## config.mk

```make
export PLATFORM = sky130hd
export DESIGN_NAME = hpq_txrx_ctrl
export DESIGN_NICKNAME = d
export VERILOG_FILES = /design/src/hpq_pkg.sv /design/src/hpq_crc32.sv /design/src/hpq_txrx_ctrl.sv
export SDC_FILE = /design/constraint.sdc
export NUM_CORES = 1
export LEC_CHECK = 0
export ABC_AREA = 1
export BUFFER_PORTS_ARGS = -buffer_cell sky130_fd_sc_hd__buf_2
export CAP_MARGIN = 20
export CORE_ASPECT_RATIO = 1.1
export CORE_MARGIN = 5
export CORE_UTILIZATION = 30
export CTS_CLUSTER_SIZE = 12
export DETAILED_ROUTE_END_ITERATION = 6
export GPL_TIMING_DRIVEN = 0
export SYNTH_ARGS = -nofsm -noshare
export SYNTH_HDL_FRONTEND = slang
export SYNTH_SLANG_ARGS = --single-unit
```

## constraint.sdc

```tcl
create_clock -name clock_i -period 2.78 [get_ports clock_i]
set_input_delay 0.139 -clock clock_i [delete_from_list [all_inputs] [get_ports clock_i]]
set_output_delay 0.139 -clock clock_i [all_outputs]
set_load 0.02 [all_outputs]
```

## src/hpq_pkg.sv

```systemverilog
// Shared constants and types of the host port queue transmit and receive control.
// Assumes one clock domain and a plain register port with byte offsets.
package hpq_pkg;

    // ------------------------------------------------------------
    // Register offsets
    // ------------------------------------------------------------
    localparam logic [7:0] ADDR_TX_CTRL = 8'h00;
    localparam logic [7:0] ADDR_TX_STAT = 8'h02;
    localparam logic [7:0] ADDR_RX_CTRL = 8'h04;
    localparam logic [7:0] ADDR_STA_0 = 8'h10;
    localparam logic [7:0] ADDR_STA_1 = 8'h12;
    localparam logic [7:0] ADDR_STA_2 = 8'h14;
    localparam logic [7:0] ADDR_HASH_0 = 8'h18;
    localparam logic [7:0] ADDR_HASH_3 = 8'h1e;

    // ------------------------------------------------------------
    // Field positions
    // ------------------------------------------------------------
    localparam int TXC_RUN = 0;
    localparam int TXC_CRC = 1;
    localparam int TXC_PAD = 2;
    localparam int TXC_PAUSE = 3;
    localparam int RXC_RUN = 0;
    localparam int RXC_HASH = 2;
    localparam int RXC_STRIP = 3;
    localparam int RXC_PROMISC = 4;
    localparam int RXC_UCAST = 5;
    localparam int RXC_MCAST = 6;
    localparam int RXC_BCAST = 7;
    localparam int RXC_ERR = 9;
    localparam int RXC_PAUSE = 10;
    localparam int TXS_ID_W = 6;

    // ------------------------------------------------------------
    // Reset values and writable bit masks
    // ------------------------------------------------------------
    localparam logic [15:0] TX_CTRL_RST = 16'h0000;
    localparam logic [15:0] RX_CTRL_RST = 16'h0000;
    localparam logic [15:0] TX_CTRL_WMASK = 16'h600f;
    localparam logic [15:0] RX_CTRL_WMASK = 16'h06fd;

    // ------------------------------------------------------------
    // Frame layout and timing
    // ------------------------------------------------------------
    localparam int MIN_FRAME_BYTES = 64;
    localparam int CRC_BYTES = 4;
    localparam int DA_BYTES = 6;
    localparam int CLK_PERIOD_NS = 50;
    localparam int QUANTUM_TIME_NS = 5120;
    localparam int QUANTUM_CYC = (QUANTUM_TIME_NS + CLK_PERIOD_NS - 1) / CLK_PERIOD_NS;
    localparam logic [31:0] CRC_INIT = 32'hffffffff;
    localparam logic [31:0] CRC_POLY = 32'hedb88320;
    localparam logic [31:0] CRC_RESIDUE = 32'hdebb20e3;

    typedef enum logic [3:0] {
        TX_IDLE = 4'h1,
        TX_DATA = 4'h2,
        TX_PAD = 4'h4,
        TX_FCS = 4'h8
    } hpq_tx_state_type;

endpackage : hpq_pkg

```

## src/hpq_crc32.sv

```systemverilog
// Byte-serial reflected CRC-32 engine for frame check sequences and hashing.
// Assumes data bytes arrive least significant bit first on the same clock.
`timescale 1ns/1ps
module hpq_crc32 (
    input wire logic clock_i,
    input wire logic rst_i,
    input wire logic clear_i,
    input wire logic en_i,
    input wire logic [7:0] data_i,
    output logic [31:0] crc_o,
    output logic [31:0] crc_nxt_o
);
    import hpq_pkg::*;

    function automatic logic [31:0] crc_byte(input logic [31:0] c, input logic [7:0] d);
        logic [31:0] r;
        r = c;
        for (int i = 0; i < 8; i++) begin
            r = (r[0] ^ d[i]) ? ((r >> 1) ^ CRC_POLY) : (r >> 1);
        end
        return r;
    endfunction : crc_byte

    assign crc_nxt_o = crc_byte(crc_o, data_i);

    always_ff @(posedge clock_i) begin
        if (rst_i || clear_i) begin
            crc_o <= CRC_INIT;
        end else if (en_i) begin
            crc_o <= crc_nxt_o;
        end
    end

endmodule : hpq_crc32

```

## src/hpq_txrx_ctrl.sv

```systemverilog
// Transmit and receive control of the host port queue: registers, framing and address filter.
// Assumes byte streams on the device clock and a register master that never waits.
//
// Notes on behaviour
// - Transmit pause enable asks for pause frames when the receive FIFO hits threshold while global pause is enabled.
// - Transmit padding enable pads frames shorter than 64 bytes to minimum length.
// - Transmit CRC enable appends a computed CRC to every transmitted frame.
// - Transmit run enable starts transmit; clearing it stops after the current frame.
// - Transmit status bits 5-0 show the identifier of the last transmitted frame.
// - Receive pause honour holds new transmit frames until the pause timer expires.
// - CRC error accept queues bad-CRC frames; otherwise they are all dropped.
// - Broadcast accept takes every broadcast frame.
// - Multicast accept takes every multicast frame, broadcast included.
// - Unicast accept takes frames addressed to the 48-bit station address.
// - Promiscuous mode takes all frames regardless of destination.
// - CRC strip removes received CRC; otherwise CRC is stored after the packet.
// - Hash enable takes multicast frames that pass the CRC hash filter.
// - Receive run enable starts receive; clearing it stops after the current frame.
`timescale 1ns/1ps
module hpq_txrx_ctrl #(
    parameter int QUANTA_W = 16
) (
    input wire logic clock_i,
    input wire logic rst_i,
    input wire logic [7:0] reg_addr_i,
    input wire logic [15:0] reg_wdata_i,
    input wire logic reg_wr_i,
    input wire logic reg_rd_i,
    output logic [15:0] reg_rdata_o,
    input wire logic global_pause_en_i,
    input wire logic rx_fifo_threshold_i,
    output logic tx_pause_req_o,
    input wire logic tx_in_valid_i,
    input wire logic [7:0] tx_in_data_i,
    input wire logic tx_in_last_i,
    input wire logic [hpq_pkg::TXS_ID_W-1:0] tx_in_id_i,
    output logic tx_in_ready_o,
    output logic tx_out_valid_o,
    output logic [7:0] tx_out_data_o,
    output logic tx_out_last_o,
    input wire logic tx_out_ready_i,
    input wire logic pause_rx_i,
    input wire logic [QUANTA_W-1:0] pause_quanta_i,
    output logic tx_paused_o,
    input wire logic rx_in_valid_i,
    input wire logic [7:0] rx_in_data_i,
    input wire logic rx_in_last_i,
    output logic rx_out_valid_o,
    output logic [7:0] rx_out_data_o,
    output logic rx_out_last_o,
    output logic rx_out_keep_o
);
    import hpq_pkg::*;

    // ------------------------------------------------------------
    // Register file
    // ------------------------------------------------------------
    logic [15:0] tx_ctrl_r;
    logic [15:0] rx_ctrl_r;
    logic [47:0] station_r;
    logic [63:0] hash_r;
    logic [TXS_ID_W-1:0] last_tx_frame_id_r;
    logic [15:0] rdata_r;
    logic [15:0] rd_val;

    function automatic logic is_hash(input logic [7:0] a);
        return (a >= ADDR_HASH_0) && (a <= ADDR_HASH_3) && !a[0];
    endfunction : is_hash

    wire tx_run_en = tx_ctrl_r[TXC_RUN];
    wire tx_crc_append_en = tx_ctrl_r[TXC_CRC];
    wire tx_pad_en = tx_ctrl_r[TXC_PAD];
    wire tx_pause_gen_en = tx_ctrl_r[TXC_PAUSE];
    wire rx_run_en = rx_ctrl_r[RXC_RUN];
    wire rx_hash_en = rx_ctrl_r[RXC_HASH];
    wire rx_crc_strip = rx_ctrl_r[RXC_STRIP];
    wire rx_promiscuous = rx_ctrl_r[RXC_PROMISC];
    wire rx_unicast_accept = rx_ctrl_r[RXC_UCAST];
    wire rx_multicast_accept = rx_ctrl_r[RXC_MCAST];
    wire rx_broadcast_accept = rx_ctrl_r[RXC_BCAST];
    wire rx_crc_error_accept = rx_ctrl_r[RXC_ERR];
    wire rx_pause_honour_en = rx_ctrl_r[RXC_PAUSE];

    always_ff @(posedge clock_i) begin
        if (rst_i) begin
            tx_ctrl_r <= TX_CTRL_RST;
            rx_ctrl_r <= RX_CTRL_RST;
            station_r <= '0;
            hash_r <= '0;
        end else if (reg_wr_i) begin
            if (reg_addr_i == ADDR_TX_CTRL) tx_ctrl_r <= reg_wdata_i & TX_CTRL_WMASK;
            if (reg_addr_i == ADDR_RX_CTRL) rx_ctrl_r <= reg_wdata_i & RX_CTRL_WMASK;
            if (reg_addr_i == ADDR_STA_0) station_r[15:0] <= reg_wdata_i;
            if (reg_addr_i == ADDR_STA_1) station_r[31:16] <= reg_wdata_i;
            if (reg_addr_i == ADDR_STA_2) station_r[47:32] <= reg_wdata_i;
            if (is_hash(reg_addr_i)) hash_r[reg_addr_i[2:1]*16 +: 16] <= reg_wdata_i;
        end
    end

    always_comb begin
        rd_val = 16'h0000;
        case (reg_addr_i)
            ADDR_TX_CTRL: rd_val = tx_ctrl_r;
            ADDR_TX_STAT: rd_val = {{(16-TXS_ID_W){1'b0}}, last_tx_frame_id_r};
            ADDR_RX_CTRL: rd_val = rx_ctrl_r;
            ADDR_STA_0: rd_val = station_r[15:0];
            ADDR_STA_1: rd_val = station_r[31:16];
            ADDR_STA_2: rd_val = station_r[47:32];
            default: rd_val = is_hash(reg_addr_i) ? hash_r[reg_addr_i[2:1]*16 +: 16] : 16'h0000;
        endcase
    end

    always_ff @(posedge clock_i) begin
        if (rst_i) rdata_r <= 16'h0000;
        else rdata_r <= reg_rd_i ? rd_val : 16'h0000;
    end
    assign reg_rdata_o = rdata_r;

    // ------------------------------------------------------------
    // Pause request and pause timer
    // ------------------------------------------------------------
    logic pause_req_r;
    logic [QUANTA_W-1:0] quanta_r;
    logic [7:0] quantum_cnt_r;
    wire pause_active = (quanta_r != '0);

    always_ff @(posedge clock_i) begin
        if (rst_i) pause_req_r <= 1'b0;
        else pause_req_r <= tx_pause_gen_en && global_pause_en_i && rx_fifo_threshold_i;
    end
    assign tx_pause_req_o = pause_req_r;

    always_ff @(posedge clock_i) begin
        if (rst_i) begin
            quanta_r <= '0;
            quantum_cnt_r <= 8'h00;
        end else if (pause_rx_i && rx_pause_honour_en) begin
            quanta_r <= pause_quanta_i;
            quantum_cnt_r <= 8'h00;
        end else if (pause_active) begin
            if (quantum_cnt_r == 8'(QUANTUM_CYC - 1)) begin
                quantum_cnt_r <= 8'h00;
                quanta_r <= quanta_r - 1'b1;
            end else begin
                quantum_cnt_r <= quantum_cnt_r + 8'h01;
            end
        end
    end
    assign tx_paused_o = pause_active;

    // ------------------------------------------------------------
    // Transmit framing
    // ------------------------------------------------------------
    hpq_tx_state_type tx_st_r;
    logic [6:0] tx_cnt_r;
    logic [1:0] fcs_idx_r;
    logic [TXS_ID_W-1:0] cur_id_r;
    logic txo_valid_r;
    logic [7:0] txo_data_r;
    logic txo_last_r;
    logic [31:0] tx_crc;
    logic [6:0] pad_target;
    logic need_pad;
    wire adv = !txo_valid_r || tx_out_ready_i;
    wire tx_take = tx_in_valid_i && tx_in_ready_o;
    wire tx_start = (tx_st_r == TX_IDLE) && tx_run_en && !pause_active && tx_in_valid_i;
    wire pad_go = (tx_st_r == TX_PAD) && adv;
    wire tx_done = txo_valid_r && txo_last_r && tx_out_ready_i;

    assign tx_in_ready_o = (tx_st_r == TX_DATA) && adv;
    assign pad_target = tx_crc_append_en ? 7'(MIN_FRAME_BYTES - CRC_BYTES) : 7'(MIN_FRAME_BYTES);
    assign need_pad = tx_pad_en && (tx_cnt_r < (pad_target - 7'h01));

    hpq_crc32 u_tx_crc (
        .clock_i(clock_i),
        .rst_i(rst_i),
        .clear_i(tx_start),
        .en_i(tx_take || pad_go),
        .data_i(pad_go ? 8'h00 : tx_in_data_i),
        .crc_o(tx_crc),
        .crc_nxt_o()
    );

    always_ff @(posedge clock_i) begin
        if (rst_i) begin
            tx_st_r <= TX_IDLE;
        end else begin
            case (tx_st_r)
                TX_IDLE: if (tx_start) tx_st_r <= TX_DATA;
                TX_DATA: if (tx_take && tx_in_last_i) begin
                    if (need_pad) tx_st_r <= TX_PAD;
                    else if (tx_crc_append_en) tx_st_r <= TX_FCS;
                    else tx_st_r <= TX_IDLE;
                end
                TX_PAD: if (adv && (tx_cnt_r + 7'h01 == pad_target)) begin
                    tx_st_r <= tx_crc_append_en ? TX_FCS : TX_IDLE;
                end
                TX_FCS: if (adv && fcs_idx_r == 2'h3) tx_st_r <= TX_IDLE;
                default: tx_st_r <= TX_IDLE;
            endcase
        end
    end

    always_ff @(posedge clock_i) begin
        if (rst_i || tx_start) begin
            tx_cnt_r <= 7'h00;
            fcs_idx_r <= 2'h0;
        end else begin
            if ((tx_take || pad_go) && tx_cnt_r != 7'h7f) tx_cnt_r <= tx_cnt_r + 7'h01;
            if (tx_st_r == TX_FCS && adv) fcs_idx_r <= fcs_idx_r + 2'h1;
        end
    end

    always_ff @(posedge clock_i) begin
        if (rst_i) begin
            txo_valid_r <= 1'b0;
            txo_data_r <= 8'h00;
            txo_last_r <= 1'b0;
        end else if (adv) begin
            txo_valid_r <= tx_take || (tx_st_r == TX_PAD) || (tx_st_r == TX_FCS);
            if (tx_take) begin
                txo_data_r <= tx_in_data_i;
                txo_last_r <= tx_in_last_i && !need_pad && !tx_crc_append_en;
            end else if (tx_st_r == TX_PAD) begin
                txo_data_r <= 8'h00;
                txo_last_r <= (tx_cnt_r + 7'h01 == pad_target) && !tx_crc_append_en;
            end else if (tx_st_r == TX_FCS) begin
                txo_data_r <= ~tx_crc[fcs_idx_r*8 +: 8];
                txo_last_r <= (fcs_idx_r == 2'h3);
            end
        end
    end
    assign tx_out_valid_o = txo_valid_r;
    assign tx_out_data_o = txo_data_r;
    assign tx_out_last_o = txo_last_r;

    always_ff @(posedge clock_i) begin
        if (rst_i) begin
            cur_id_r <= '0;
            last_tx_frame_id_r <= '0;
        end else begin
            if (tx_start) cur_id_r <= tx_in_id_i;
            if (tx_done) last_tx_frame_id_r <= cur_id_r;
        end
    end

    // ------------------------------------------------------------
    // Receive filter and CRC handling
    // ------------------------------------------------------------
    logic in_frame_r;
    logic adm_r;
    logic [2:0] rx_cnt_r;
    logic [47:0] da_r;
    logic [31:0] dly_r;
    logic hash_hit_r;
    logic [31:0] rx_crc_nxt;
    logic rxo_valid_r;
    logic [7:0] rxo_data_r;
    logic rxo_last_r;
    logic rxo_keep_r;
    logic addr_ok;
    wire rx_first = rx_in_valid_i && !in_frame_r;
    wire rx_adm = rx_first ? rx_run_en : adm_r;
    wire rx_end = rx_in_valid_i && rx_in_last_i;
    wire crc_ok = (rx_crc_nxt == CRC_RESIDUE);
    wire is_mcast = da_r[0];
    wire is_bcast = (da_r == 48'hffffffffffff);

    hpq_crc32 u_rx_crc (
        .clock_i(clock_i),
        .rst_i(rst_i),
        .clear_i(rx_end),
        .en_i(rx_in_valid_i),
        .data_i(rx_in_data_i),
        .crc_o(),
        .crc_nxt_o(rx_crc_nxt)
    );

    always_ff @(posedge clock_i) begin
        if (rst_i) begin
            in_frame_r <= 1'b0;
            adm_r <= 1'b0;
            rx_cnt_r <= 3'h0;
        end else if (rx_in_valid_i) begin
            in_frame_r <= !rx_in_last_i;
            adm_r <= rx_adm;
            rx_cnt_r <= rx_in_last_i ? 3'h0 : (rx_cnt_r == 3'h7 ? 3'h7 : rx_cnt_r + 3'h1);
        end
    end

    always_ff @(posedge clock_i) begin
        if (rst_i) begin
            da_r <= '0;
            dly_r <= '0;
            hash_hit_r <= 1'b0;
        end else if (rx_in_valid_i) begin
            dly_r <= {dly_r[23:0], rx_in_data_i};
            if (rx_cnt_r < 3'(DA_BYTES)) da_r[rx_cnt_r*8 +: 8] <= rx_in_data_i;
            if (rx_cnt_r == 3'(DA_BYTES - 1)) hash_hit_r <= hash_r[rx_crc_nxt[31:26]];
        end
    end

    always_comb begin
        addr_ok = rx_promiscuous;
        if (is_bcast && rx_broadcast_accept) addr_ok = 1'b1;
        if (is_mcast && rx_multicast_accept) addr_ok = 1'b1;
        if (is_mcast && rx_hash_en && hash_hit_r) addr_ok = 1'b1;
        if (!is_mcast && rx_unicast_accept && da_r == station_r) addr_ok = 1'b1;
    end

    always_ff @(posedge clock_i) begin
        if (rst_i) begin
            rxo_valid_r <= 1'b0;
            rxo_data_r <= 8'h00;
            rxo_last_r <= 1'b0;
            rxo_keep_r <= 1'b0;
        end else begin
            rxo_valid_r <= rx_in_valid_i && rx_adm && (!rx_crc_strip || rx_cnt_r >= 3'(CRC_BYTES));
            rxo_data_r <= rx_crc_strip ? dly_r[31:24] : rx_in_data_i;
            rxo_last_r <= rx_end && rx_adm;
            rxo_keep_r <= rx_end && rx_adm && addr_ok && (crc_ok || rx_crc_error_accept);
        end
    end
    assign rx_out_valid_o = rxo_valid_r;
    assign rx_out_data_o = rxo_data_r;
    assign rx_out_last_o = rxo_last_r;
    assign rx_out_keep_o = rxo_keep_r;
endmodule : hpq_txrx_ctrl

```

* Word level (Yosys, flattened, before mapping)
Index checks and enable logic that the tools add are counted.
** Word-level totals
- Bits in latches :: 0
- Output and inout port bits :: 40
- Input bits :: 74
- Memory bits (writable) :: 0
- ROM bits :: 0
- Logic and storage cells :: 225
- Register bits :: 364
- Memories kept :: 0
** Cells by class
- Bitwise operators :: 34
- $mul :: 0
- Reductions and logical operators :: 70
- Multiplexer cells :: 49
- Eq/ne operators :: 22
- Magnitude comparators :: 6
- Shift operators :: 6
- $add $sub $neg :: 8
- Div/mod/pow operators :: 0
** Operators by type and width (number)
- 32-bit 2-to-1 mux :: 16
- 13-bit NOT with 14-bit output :: 16
- 16-bit one-hot mux with 6 select lines :: 1
- 6-bit negation with 34-bit output :: 2
- 64-bit bitwise mux :: 1
- 16-bit 2-to-1 mux :: 4
- 16-bit by 34-bit variable shift with 64-bit output, first input constant :: 1
- 16-bit by 34-bit indexed part select with 64-bit output :: 1
- 64-bit by 7-bit indexed part select with 16-bit output :: 1
- 48-bit bitwise mux :: 1
- 48-bit equality test :: 1
- 48-bit equality test, second input constant :: 1
- 8-bit 2-to-1 mux :: 6
- 8-bit by 34-bit variable shift with 48-bit output, first input constant :: 1
- 8-bit by 34-bit indexed part select with 48-bit output :: 1
- 1-bit logical AND :: 35
- 32-bit equality test, second input constant :: 1
- 32-bit by 6-bit indexed part select with 8-bit output :: 1
- 8-bit by 5-bit equality test with 1-bit output, second input constant :: 3
- 4-bit 2-to-1 mux :: 6
- 2-bit AND reduction :: 10
- 4-bit one-hot mux with 4 select lines :: 1
- 16-bit nonzero test :: 1
- 16-bit by 1-bit subtractor with 16-bit output, second input constant :: 1
- 38 further kinds :: 82

* Longest topological paths before layout
Gate-level depths: netlist (run 1).
- Depth in word-level cells :: 20
- Mapped depth :: 20
- Depth with buffers taken out :: 20

* Hierarchy
Synthesis (run 1) repeated with hierarchy kept, for this count alone.
** Unflattened totals
- Cell total of the unflattened synthesis :: 2779
- Area total of the unflattened synthesis :: 19760.2 um2
** Modules (own cells, without submodules)
- hpq_txrx_ctrl :: area each 14915.6 um2, seq. area each 6005.8 um2, times used 1, cells an instance 2081
- hpq_crc32 :: area each 2422.3 um2, seq. area each 640.6 um2, times used 2, cells an instance 349

* Least setup slack after synthesis (run 1)
Ideal clock, no wire load.
- Kind :: flip-flop to flip-flop
- From :: register rx_cnt_r[0]
- To :: register da_r[37]
- Arrival :: 2684 ps
- Library setup time :: 135 ps
- Buffers on the path :: 1
- Cell stages (with the launch flop) :: 12
- Path slack :: -39 ps
- Data required time :: 2645 ps
- Period minus slack after synthesis :: 2819 ps
- Cell sequence :: dfxtp_1 buf_2 clkinv_1 ha_1 ha_1 inv_1 nor2_2 nand2_1 nor3_1 inv_1 a41oi_1 a211oi_1
** Between the ends
- Cells in the longest elaborated chain, start to end :: 3
- Elaborated cells between the ends (all ways) :: 6
- Classes of those cells :: add/sub: 1; order compare: 1; shift: 2; mux: 1; reduce/logical: 1
** RTL lines
- start: declaration :: RTL line hpq_txrx_ctrl.sv:252 : logic [2:0] rx_cnt_r;
- start signal: assignment :: RTL line hpq_txrx_ctrl.sv:287 : rx_cnt_r <= rx_in_last_i ? 3'h0 : (rx_cnt_r == 3'h7 ? 3'h7 : rx_cnt_r + 3'h1);
- 6-bit negation with 34-bit output :: RTL line hpq_txrx_ctrl.sv:298 : if (rx_cnt_r < 3'(DA_BYTES)) da_r[rx_cnt_r*8 +: 8] <= rx_in_data_i;
- 8-bit by 34-bit indexed part select with 48-bit output or 8-bit by 34-bit variable shift with 48-bit output (tied branches) :: RTL line hpq_txrx_ctrl.sv:298
- 48-bit bitwise mux :: RTL line hpq_txrx_ctrl.sv:298
- end signal: indexed assignment :: RTL line hpq_txrx_ctrl.sv:298
- end: declaration :: RTL line hpq_txrx_ctrl.sv:253 : logic [47:0] da_r;
Parallel ways exist; a longest one is shown, timed or not.
A chain may end at the register's enable or synchronous reset.

* Worst setup path after layout (run 1)
- From :: register rx_cnt_r[0]
- To :: register da_r[16]
Same word-level chain as after synthesis.

==> qor.json, run 1 <==
{
  "status": {"value": "completed"},
  "setup_violations": {"value": 0},
  "min_from": {"value": "tx_out_ready_i"},
  "timing.critical_path.required": {"value": 3210, "unit": "ps"},
  "n_fill_cell": {"value": 6428},
  "tritoncts.num_buffers": {"value": 43},
  "clkSlewWorstSetupHoldPaths": {"value": 60, "unit": "ps"},
  "hold-path-cell-count": {"value": 4},
  "report.power.total": {"value": 14.6, "unit": "mW"},
  "startpoint": {"value": "rx_cnt_r[0]"},
  "timing.setup.tns": {"value": 0, "unit": "ps"},
  "tritoncts": {"value": "built"},
  "timing.critical_path.buf_inv": {"value": 5},
  "critical_r2r_launch": {"value": "rx_cnt_r[0]"},
  "crit_path_cell_chain": {"value": "buf_2 > clkinv_2 > ha_1 > ha_1 > nor3_2 > inv_1 > nor4_4 > inv_1 > clkbuf_2 > a21oi_1 > a211oi_1"},
  "switching_share_of_total_power": {"value": 0.311},
  "ant_nets": {"value": 0},
  "finClkSkew": {"value": 21.6, "unit": "ps"},
  "worstMarginPinSlew": {"value": 1010, "unit": "ps"},
  "post-place-ws": {"value": -598, "unit": "ps"},
  "synth.lib_cells_used.distinct": {"value": 52},
  "crit_path_top_delay_cell": {"value": "sky130_fd_sc_hd__nor4_4"},
  "final_min_period_over_clock_period": {"value": 0.966},
  "synthesis.area": {"value": 18400, "unit": "µm²"},
  "setup.worst_path.end_class": {"value": "flip-flop"},
  "maxSlewViolCount": {"value": 0},
  "net_load_switching_power": {"value": 4.55, "unit": "mW"},
  "first_global_vias": {"value": 17600},
  "antenna_found_initial": {"value": 4},
  "clk_path_buf_depth": {"value": 3},
  "yosysSeqAreaShare": {"value": 0.396},
  "power.share.combinational": {"value": 0.213},
  "crit_cells": {"value": 11},
  "core_area": {"value": 61000, "unit": "µm²"},
  "remaining_drc_errors": {"value": 0},
  "cts_num_sinks": {"value": 364},
  "global_route_wire_length_before_repair": {"value": 108, "unit": "mm"},
  "syn-instance-count": {"value": 2513},
  "grt_use_total": {"value": 0.206},
  "yosys_warnings": {"value": 0},
  "achievable-frequency": {"value": 0.372, "unit": "GHz"},
  "p_per_area": {"value": 651, "unit": "nW/µm²"},
  "worstPathArrival": {"value": 3110, "unit": "ps"},
  "synth-edff-count": {"value": 0},
  "detailed_place_hpwl": {"value": 53.5, "unit": "mm"},
  "worst_hold_path_type": {"value": "in2reg"},
  "design.die.area": {"value": 66400, "unit": "µm²"},
  "ys.flop_type": {"value": "sky130_fd_sc_hd__dfxtp_1"},
  "critPathLaunchType": {"value": "flip-flop"},
  "crit_path_max_fanout": {"value": 10},
  "postSynthAreaPerCell": {"value": 7.32, "unit": "µm²"},
  "timing.final.hold_violations": {"value": 0},
  "slowest_delay": {"value": 370, "unit": "ps"},
  "num_rows": {"value": 95},
  "leakagePower": {"value": 9.11, "unit": "nW"},
  "synth_async_sr_flop_share": {"value": 0},
  "root_buffer": {"value": "sky130_fd_sc_hd__clkbuf_16"},
  "timing.max_slew.rel_slack": {"value": 0.326},
  "drive_above_1_share": {"value": 0.109},
  "finalWeightedCongestion": {"value": 0.986},
  "global_route.overflow_total": {"value": 0},
  "placement.io_buffers": {"value": 112},
  "initial_utilization": {"value": 0.302},
  "vias": {"value": 18900},
  "ff2ff_path_depth": {"value": 11},
  "path_delay_family": {"value": "buffers and inverters"},
  "largest_net_degree_at_the_start_of_global_routing": {"value": 13},
  "die_h": {"value": 270, "unit": "µm"},
  "drtPass1Iterations": {"value": 7},
  "clk_latency": {"value": 570, "unit": "ps"},
  "post-route-min-period": {"value": 2690, "unit": "ps"},
  "iteration_0_drc_count_of_the_detailed_router": {"value": 1817},
  "detail_route.vias_per_cell": {"value": 5.25},
  "worst_slack": {"value": 93.8, "unit": "ps"},
  "boundaryPins": {"value": 114},
  "number_of_storage_elements_in_the_synthesis_netlist": {"value": 364},
  "setup.worst_path.class": {"value": "reg2reg"},
  "drv.max_cap_violation_count": {"value": 0},
  "drt-total-wl": {"value": 71.0, "unit": "mm"},
  "area.growth.synth_to_final": {"value": 22.1, "unit": "%"},
  "clkPwrFrac": {"value": 0.408},
  "fin_worst_hold_slack": {"value": 32.8, "unit": "ps"},
  "synth_nets": {"value": 2604},
  "nets": {"value": 2838},
  "wire_per_inst": {"value": 19.7, "unit": "µm"},
  "floorplan.die.width": {"value": 246, "unit": "µm"},
  "peak_vdd_ir": {"value": 0.445, "unit": "mV"},
  "sequential_group_share_of_total_power": {"value": 0.379},
  "internal_power": {"value": 10.1, "unit": "mW"},
  "clock_tree.htree_level_count": {"value": 2}
}
## worst reg2reg max path: stages (launching register included)
cell and delay (ps):
sky130_fd_sc_hd__dfxtp_1 360, sky130_fd_sc_hd__buf_2 220, sky130_fd_sc_hd__clkinv_2 180, sky130_fd_sc_hd__ha_1 240, sky130_fd_sc_hd__ha_1 300, sky130_fd_sc_hd__nor3_2 190, sky130_fd_sc_hd__inv_1 120, sky130_fd_sc_hd__nor4_4 370
sky130_fd_sc_hd__inv_1 110, sky130_fd_sc_hd__clkbuf_2 200, sky130_fd_sc_hd__a21oi_1 190, sky130_fd_sc_hd__a211oi_1 60
## layout by cell type (no fill, tap or decap), types with 16 or more instances in the layout
master | synthesis | layout
sky130_fd_sc_hd__nand4_1 | 27 | 27
sky130_fd_sc_hd__nor3_1 | 47 | 38
sky130_fd_sc_hd__nand2_2 | 12 | 18
sky130_fd_sc_hd__buf_2 | 12 | 122
sky130_fd_sc_hd__o22ai_1 | 29 | 29
sky130_fd_sc_hd__a31oi_1 | 30 | 30
sky130_fd_sc_hd__buf_4 | 5 | 25
sky130_fd_sc_hd__nand2_1 | 309 | 297
sky130_fd_sc_hd__inv_1 | 257 | 254
sky130_fd_sc_hd__xor2_1 | 96 | 95
sky130_fd_sc_hd__o211ai_1 | 16 | 16
sky130_fd_sc_hd__nand3_1 | 152 | 151
sky130_fd_sc_hd__a211oi_1 | 32 | 32
sky130_fd_sc_hd__xnor2_1 | 35 | 34
sky130_fd_sc_hd__o211a_1 | 21 | 21
sky130_fd_sc_hd__o21ai_0 | 319 | 317
sky130_fd_sc_hd__a21oi_1 | 286 | 285
sky130_fd_sc_hd__clkbuf_16 | 0 | 45
sky130_fd_sc_hd__ha_1 | 17 | 17
sky130_fd_sc_hd__dfxtp_1 | 364 | 364
sky130_fd_sc_hd__dlygate4sd3_1 | 0 | 59
sky130_fd_sc_hd__nor2_1 | 209 | 206
sky130_fd_sc_hd__clkbuf_1 | 105 | 105
## cells by family (layout without fill, tap and decap cells)
| logic type | count (synthesis) | in the layout | synth area share |
|---|---|---|---|
| xor+xnor | 143 | 143 | 0.0761 |
| fa+ha+maj | 17 | 17 | 0.0116 |
| flops | 364 | 364 | 0.396 |
| other cells | 0 | 3 | 0 |
| compound gates | 781 | 781 | 0.238 |
| buf+inv | 401 | 666 | 0.0841 |
| simple gates | 807 | 807 | 0.194 |
## power groups by stage
stage | combinational, mW | sequential (mW) | clock (mW)
3_3_place_gp | 2.86 | 5.64 | 0
5_1_grt | 3.39 | 5.55 | 6.26
4_1_cts | 2.96 | 5.53 | 6.05
3_5_place_dp | 2.86 | 5.65 | 0
2_1_floorplan | 2.01 | 5.63 | 0
6_report | 3.12 | 5.54 | 5.96
## synthesized netlist by cell type, types with 3 or more instances
cell type | n | area (µm²)
sky130_fd_sc_hd__inv_1 | 257 | 965
sky130_fd_sc_hd__o22ai_1 | 29 | 181
sky130_fd_sc_hd__buf_1 | 8 | 30.0
sky130_fd_sc_hd__o21ai_0 | 319 | 1600
sky130_fd_sc_hd__xnor2_1 | 35 | 307
sky130_fd_sc_hd__xor2_1 | 96 | 841
sky130_fd_sc_hd__a31oi_1 | 30 | 188
sky130_fd_sc_hd__inv_2 | 7 | 26.3
sky130_fd_sc_hd__nor3_1 | 47 | 235
sky130_fd_sc_hd__clkinv_1 | 6 | 22.5
sky130_fd_sc_hd__nand3b_1 | 15 | 113
sky130_fd_sc_hd__dfxtp_1 | 364 | 7290
sky130_fd_sc_hd__a2111oi_0 | 3 | 26.3
sky130_fd_sc_hd__nand3_1 | 152 | 761
sky130_fd_sc_hd__a41oi_1 | 4 | 35.0
sky130_fd_sc_hd__buf_2 | 12 | 60.1
sky130_fd_sc_hd__xor2_4 | 4 | 110
sky130_fd_sc_hd__nand4_1 | 27 | 169
sky130_fd_sc_hd__a211oi_1 | 32 | 240
sky130_fd_sc_hd__nor4_1 | 17 | 106
sky130_fd_sc_hd__nand2_2 | 12 | 75.1
sky130_fd_sc_hd__a221oi_1 | 10 | 87.6
sky130_fd_sc_hd__o221ai_1 | 7 | 61.3
sky130_fd_sc_hd__buf_4 | 5 | 37.5
sky130_fd_sc_hd__nand2_4 | 5 | 56.3
sky130_fd_sc_hd__o2111ai_1 | 13 | 114
sky130_fd_sc_hd__a21oi_1 | 286 | 1430
sky130_fd_sc_hd__clkbuf_1 | 105 | 394
sky130_fd_sc_hd__xor2_2 | 6 | 97.6
sky130_fd_sc_hd__o211a_1 | 21 | 210
sky130_fd_sc_hd__ha_1 | 17 | 213
sky130_fd_sc_hd__nor2_1 | 209 | 785
sky130_fd_sc_hd__o211ai_1 | 16 | 120
sky130_fd_sc_hd__nand2_1 | 309 | 1160
sky130_fd_sc_hd__nor3b_1 | 3 | 22.5
## timing repair
action                                  CTS  global route
endpoints found under the hold margin   113             0
gates resized for setup                  18            55
endpoints found under the setup margin   86           114
buffers inserted                          4            16
pin swaps                                 2            10
hold buffers                             59             0
gates cloned                              0             0
## flip-flops by register name (all words and copies together), names as in the netlist, 7 cells and up
name / cells
da_r: 48
dly_r: 32
hash_r: 64
quanta_r: 16
quantum_cnt_r: 8
reg_rdata_o: 16
rx_ctrl_r: 9
rx_out_data_o: 8
station_r: 48
tx_cnt_r: 7
tx_out_data_o: 8
u_rx_crc.crc_o: 32
u_tx_crc.crc_o: 32
## through the flow
stage / util / cells / instance area [µm²]
detailed placement: 0.328 / 3449 / 20000
finish: 0.368 / 3605 / 22500
global route: 0.368 / 3602 / 22400
global placement: 0.328 / 3449 / 20000
CTS: 0.363 / 3588 / 22200
floorplan: - / 2513 / 18400
## layout make-up
type	count	area, µm²	share of cell area
antenna	3	7.51	0.000334
buffer	129	539	0.0240
clock buffer	59	1250	0.0556
clock inverter	17	216	0.00964
inverter	270	1030	0.0459
multi-input combinational	1748	9790	0.436
sequential	364	7290	0.325
tap	824	1030	0.0459
timing repair buffer	191	1300	0.0579
## per-layer routing
metal  track usage  routed length, µm  share of wire  vias to the layer above
met5             0                 27        0.00038                        -
met4        0.0783               2950          0.041                        4
met3        0.0336               5790          0.081                      177
met2         0.326              32100           0.45                      859
met1         0.281              30200           0.42                     8867
li1              -                  -              -                     9036
## final timing paths
path	endpoint	slack, ps
worst max-delay path	da_r[16]	90
worst min-delay path	tx_out_valid_o	30
worst max register to register	da_r[16]	90
worst min register to register	last_tx_frame_id_r[5]	450
(Power assumes the default switching activity.)
==> inputs of run 2 (changes only) <==
Settings changed: SYNTH_HIERARCHICAL from default to 1.
==> qor.json, run 2 <==
{
  "peak_vdd_ir": {"value": 0.396, "unit": "mV"},
  "status": {"value": "completed"},
  "drive_above_1_share": {"value": 0.139},
  "global_route.overflow_total": {"value": 0},
  "cts_num_sinks": {"value": 364},
  "p_per_area": {"value": 595, "unit": "nW/µm²"},
  "boundaryPins": {"value": 114},
  "achievable-frequency": {"value": 0.375, "unit": "GHz"},
  "finClkSkew": {"value": 25.0, "unit": "ps"},
  "design.die.area": {"value": 71000, "unit": "µm²"},
  "yosys_warnings": {"value": 6},
  "nets": {"value": 3092},
  "setup.worst_path.class": {"value": "reg2reg"},
  "timing.critical_path.buf_inv": {"value": 5},
  "path_delay_family": {"value": "simple AND/OR/NAND/NOR gates"},
  "clk_latency": {"value": 600, "unit": "ps"},
  "detailed_place_hpwl": {"value": 56.7, "unit": "mm"},
  "clkSlewWorstSetupHoldPaths": {"value": 60, "unit": "ps"},
  "maxSlewViolCount": {"value": 0},
  "finalWeightedCongestion": {"value": 0.982},
  "crit_path_max_fanout": {"value": 10},
  "floorplan.die.width": {"value": 255, "unit": "µm"},
  "leakagePower": {"value": 9.98, "unit": "nW"},
  "post-route-min-period": {"value": 2660, "unit": "ps"},
  "crit_path_top_delay_cell": {"value": "sky130_fd_sc_hd__dfxtp_2"},
  "final_min_period_over_clock_period": {"value": 0.958},
  "worstPathArrival": {"value": 3200, "unit": "ps"},
  "leading_cell_types_in_the_layout_fill_and_taps_excluded": {"value": "480 x sky130_fd_sc_hd__nand2_1, 361 x sky130_fd_sc_hd__dfxtp_1, 303 x sky130_fd_sc_hd__o21ai_0"},
  "area.growth.synth_to_final": {"value": 19.7, "unit": "%"},
  "die_h": {"value": 279, "unit": "µm"},
  "timing.final.hold_violations": {"value": 0},
  "tritoncts": {"value": "built"},
  "initial_utilization": {"value": 0.303},
  "remaining_drc_errors": {"value": 0},
  "drtPass1Iterations": {"value": 5},
  "drt-total-wl": {"value": 75.9, "unit": "mm"},
  "clk_path_buf_depth": {"value": 3},
  "critPathLaunchType": {"value": "flip-flop"},
  "timing.max_slew.rel_slack": {"value": 0.279},
  "first_global_vias": {"value": 18600},
  "grt_use_total": {"value": 0.205},
  "wire_per_inst": {"value": 19.5, "unit": "µm"},
  "fin_worst_hold_slack": {"value": 34.9, "unit": "ps"},
  "global_route_wire_length_before_repair": {"value": 114, "unit": "mm"},
  "core_area": {"value": 65100, "unit": "µm²"},
  "timing.critical_path.required": {"value": 3320, "unit": "ps"},
  "largest_net_degree_at_the_start_of_global_routing": {"value": 13},
  "antenna_found_initial": {"value": 1},
  "iteration_0_drc_count_of_the_detailed_router": {"value": 2120},
  "ant_nets": {"value": 0},
  "tritoncts.num_buffers": {"value": 43},
  "root_buffer": {"value": "sky130_fd_sc_hd__clkbuf_16"},
  "slowest_delay": {"value": 330, "unit": "ps"},
  "top_regs": {"value": "hash_r (64), da_r (48), station_r (48)"},
  "placement.io_buffers": {"value": 112},
  "layout.cells.most_common": {"value": "sky130_fd_sc_hd__nand2_1"},
  "worstMarginPinSlew": {"value": 1080, "unit": "ps"},
  "vias": {"value": 20100},
  "setup_violations": {"value": 0},
  "clock_tree.htree_level_count": {"value": 2},
  "synth_nets": {"value": 2864},
  "num_rows": {"value": 98},
  "worst_hold_path_type": {"value": "in2reg"},
  "postSynthAreaPerCell": {"value": 7.11, "unit": "µm²"},
  "largest_reg_flops": {"value": 64},
  "timing.setup.tns": {"value": 0, "unit": "ps"},
  "synthesis.area": {"value": 19700, "unit": "µm²"},
  "detail_route.vias_per_cell": {"value": 5.18},
  "setup.worst_path.end_class": {"value": "flip-flop"},
  "drv.max_cap_violation_count": {"value": 0},
  "largest_register": {"value": "hash_r"},
  "crit_path_cell_chain": {"value": "inv_2 > nand2_2 > nand2_8 > nand2_4 > nand2_8 > inv_6 > nand2_4 > nand2_8 > xnor2_4 > buf_6 > buf_2 > o21ai_0 > o21ai_0 > a21oi_1 > nand3_1 > nand3_1 > nand3_1 > nand2_1 > inv_1"},
  "syn-instance-count": {"value": 2774}
}
==> run 2: worst min-delay path: stages <==
cell                       delay, ps
sky130_fd_sc_hd__buf_2           210
sky130_fd_sc_hd__a31oi_1         170
sky130_fd_sc_hd__a211oi_1         50
==> run 2: cell type report <==
| type | instances | area, µm² |
|---|---|---|
| diodes | 1 | 2.50 |
| plain buffers | 128 | 613 |
| clock buffers | 64 | 1260 |
| clock inverters | 12 | 150 |
| fillers | 6970 | 41500 |
| inverters | 322 | 1240 |
| multi-input cells | 1960 | 10800 |
| flip-flops and latches | 364 | 7290 |
| well taps | 850 | 1060 |
| repair buffers | 183 | 1240 |
==> run 2: worst paths after layout <==
path	startpoint	endpoint	slack (ps)	cells after the start
min	reg_wdata_i[13]	hash_r[45]	30	3
max	u_rx_crc/crc_o[0]	hash_hit_r	120	19
max reg2reg	u_rx_crc/crc_o[0]	hash_hit_r	120	19
min reg2reg	last_tx_frame_id_r[4]	last_tx_frame_id_r[4]	450	2
==> run 2: metal layers <==
layer  vias up  wire, µm  track usage
met5         -         0            0
met2       894     34000        0.325
li1       9676         -            -
met3       147      6730       0.0376
met1      9415     32200        0.282
met4         0      2980       0.0712
==> run 2: where the power goes <==
group / internal, mW / switching [mW]
Combinational: 0.977 / 1.88
Sequential: 5.35 / 0.0896
Clock: 3.35 / 2.40
==> run 2: stage by stage <==
stage | worst slack [ps] | total power [mW] | std cells | instance area (µm²) | utilization
floorplan | 440 | 7.33 | 2774 | 19700 | -
global placement | -544 | 8.10 | 3736 | 21400 | 0.328
detailed placement | -506 | 8.10 | 3736 | 21400 | 0.328
CTS | 0.119 | 14.0 | 3873 | 23400 | 0.360
global route | -0.0280 | 14.6 | 3883 | 23600 | 0.363
finish | 116 | 14.1 | 3884 | 23600 | 0.363
==> run 2: repair_timing <==
action                                 CTS  global route
endpoints found under the hold margin   97             0
pin swaps                                2            10
gates cloned                             0             1
gates resized for setup                 18            35
setup endpoints to repair               26            34
buffers inserted                         1             9
hold buffers                            60             0
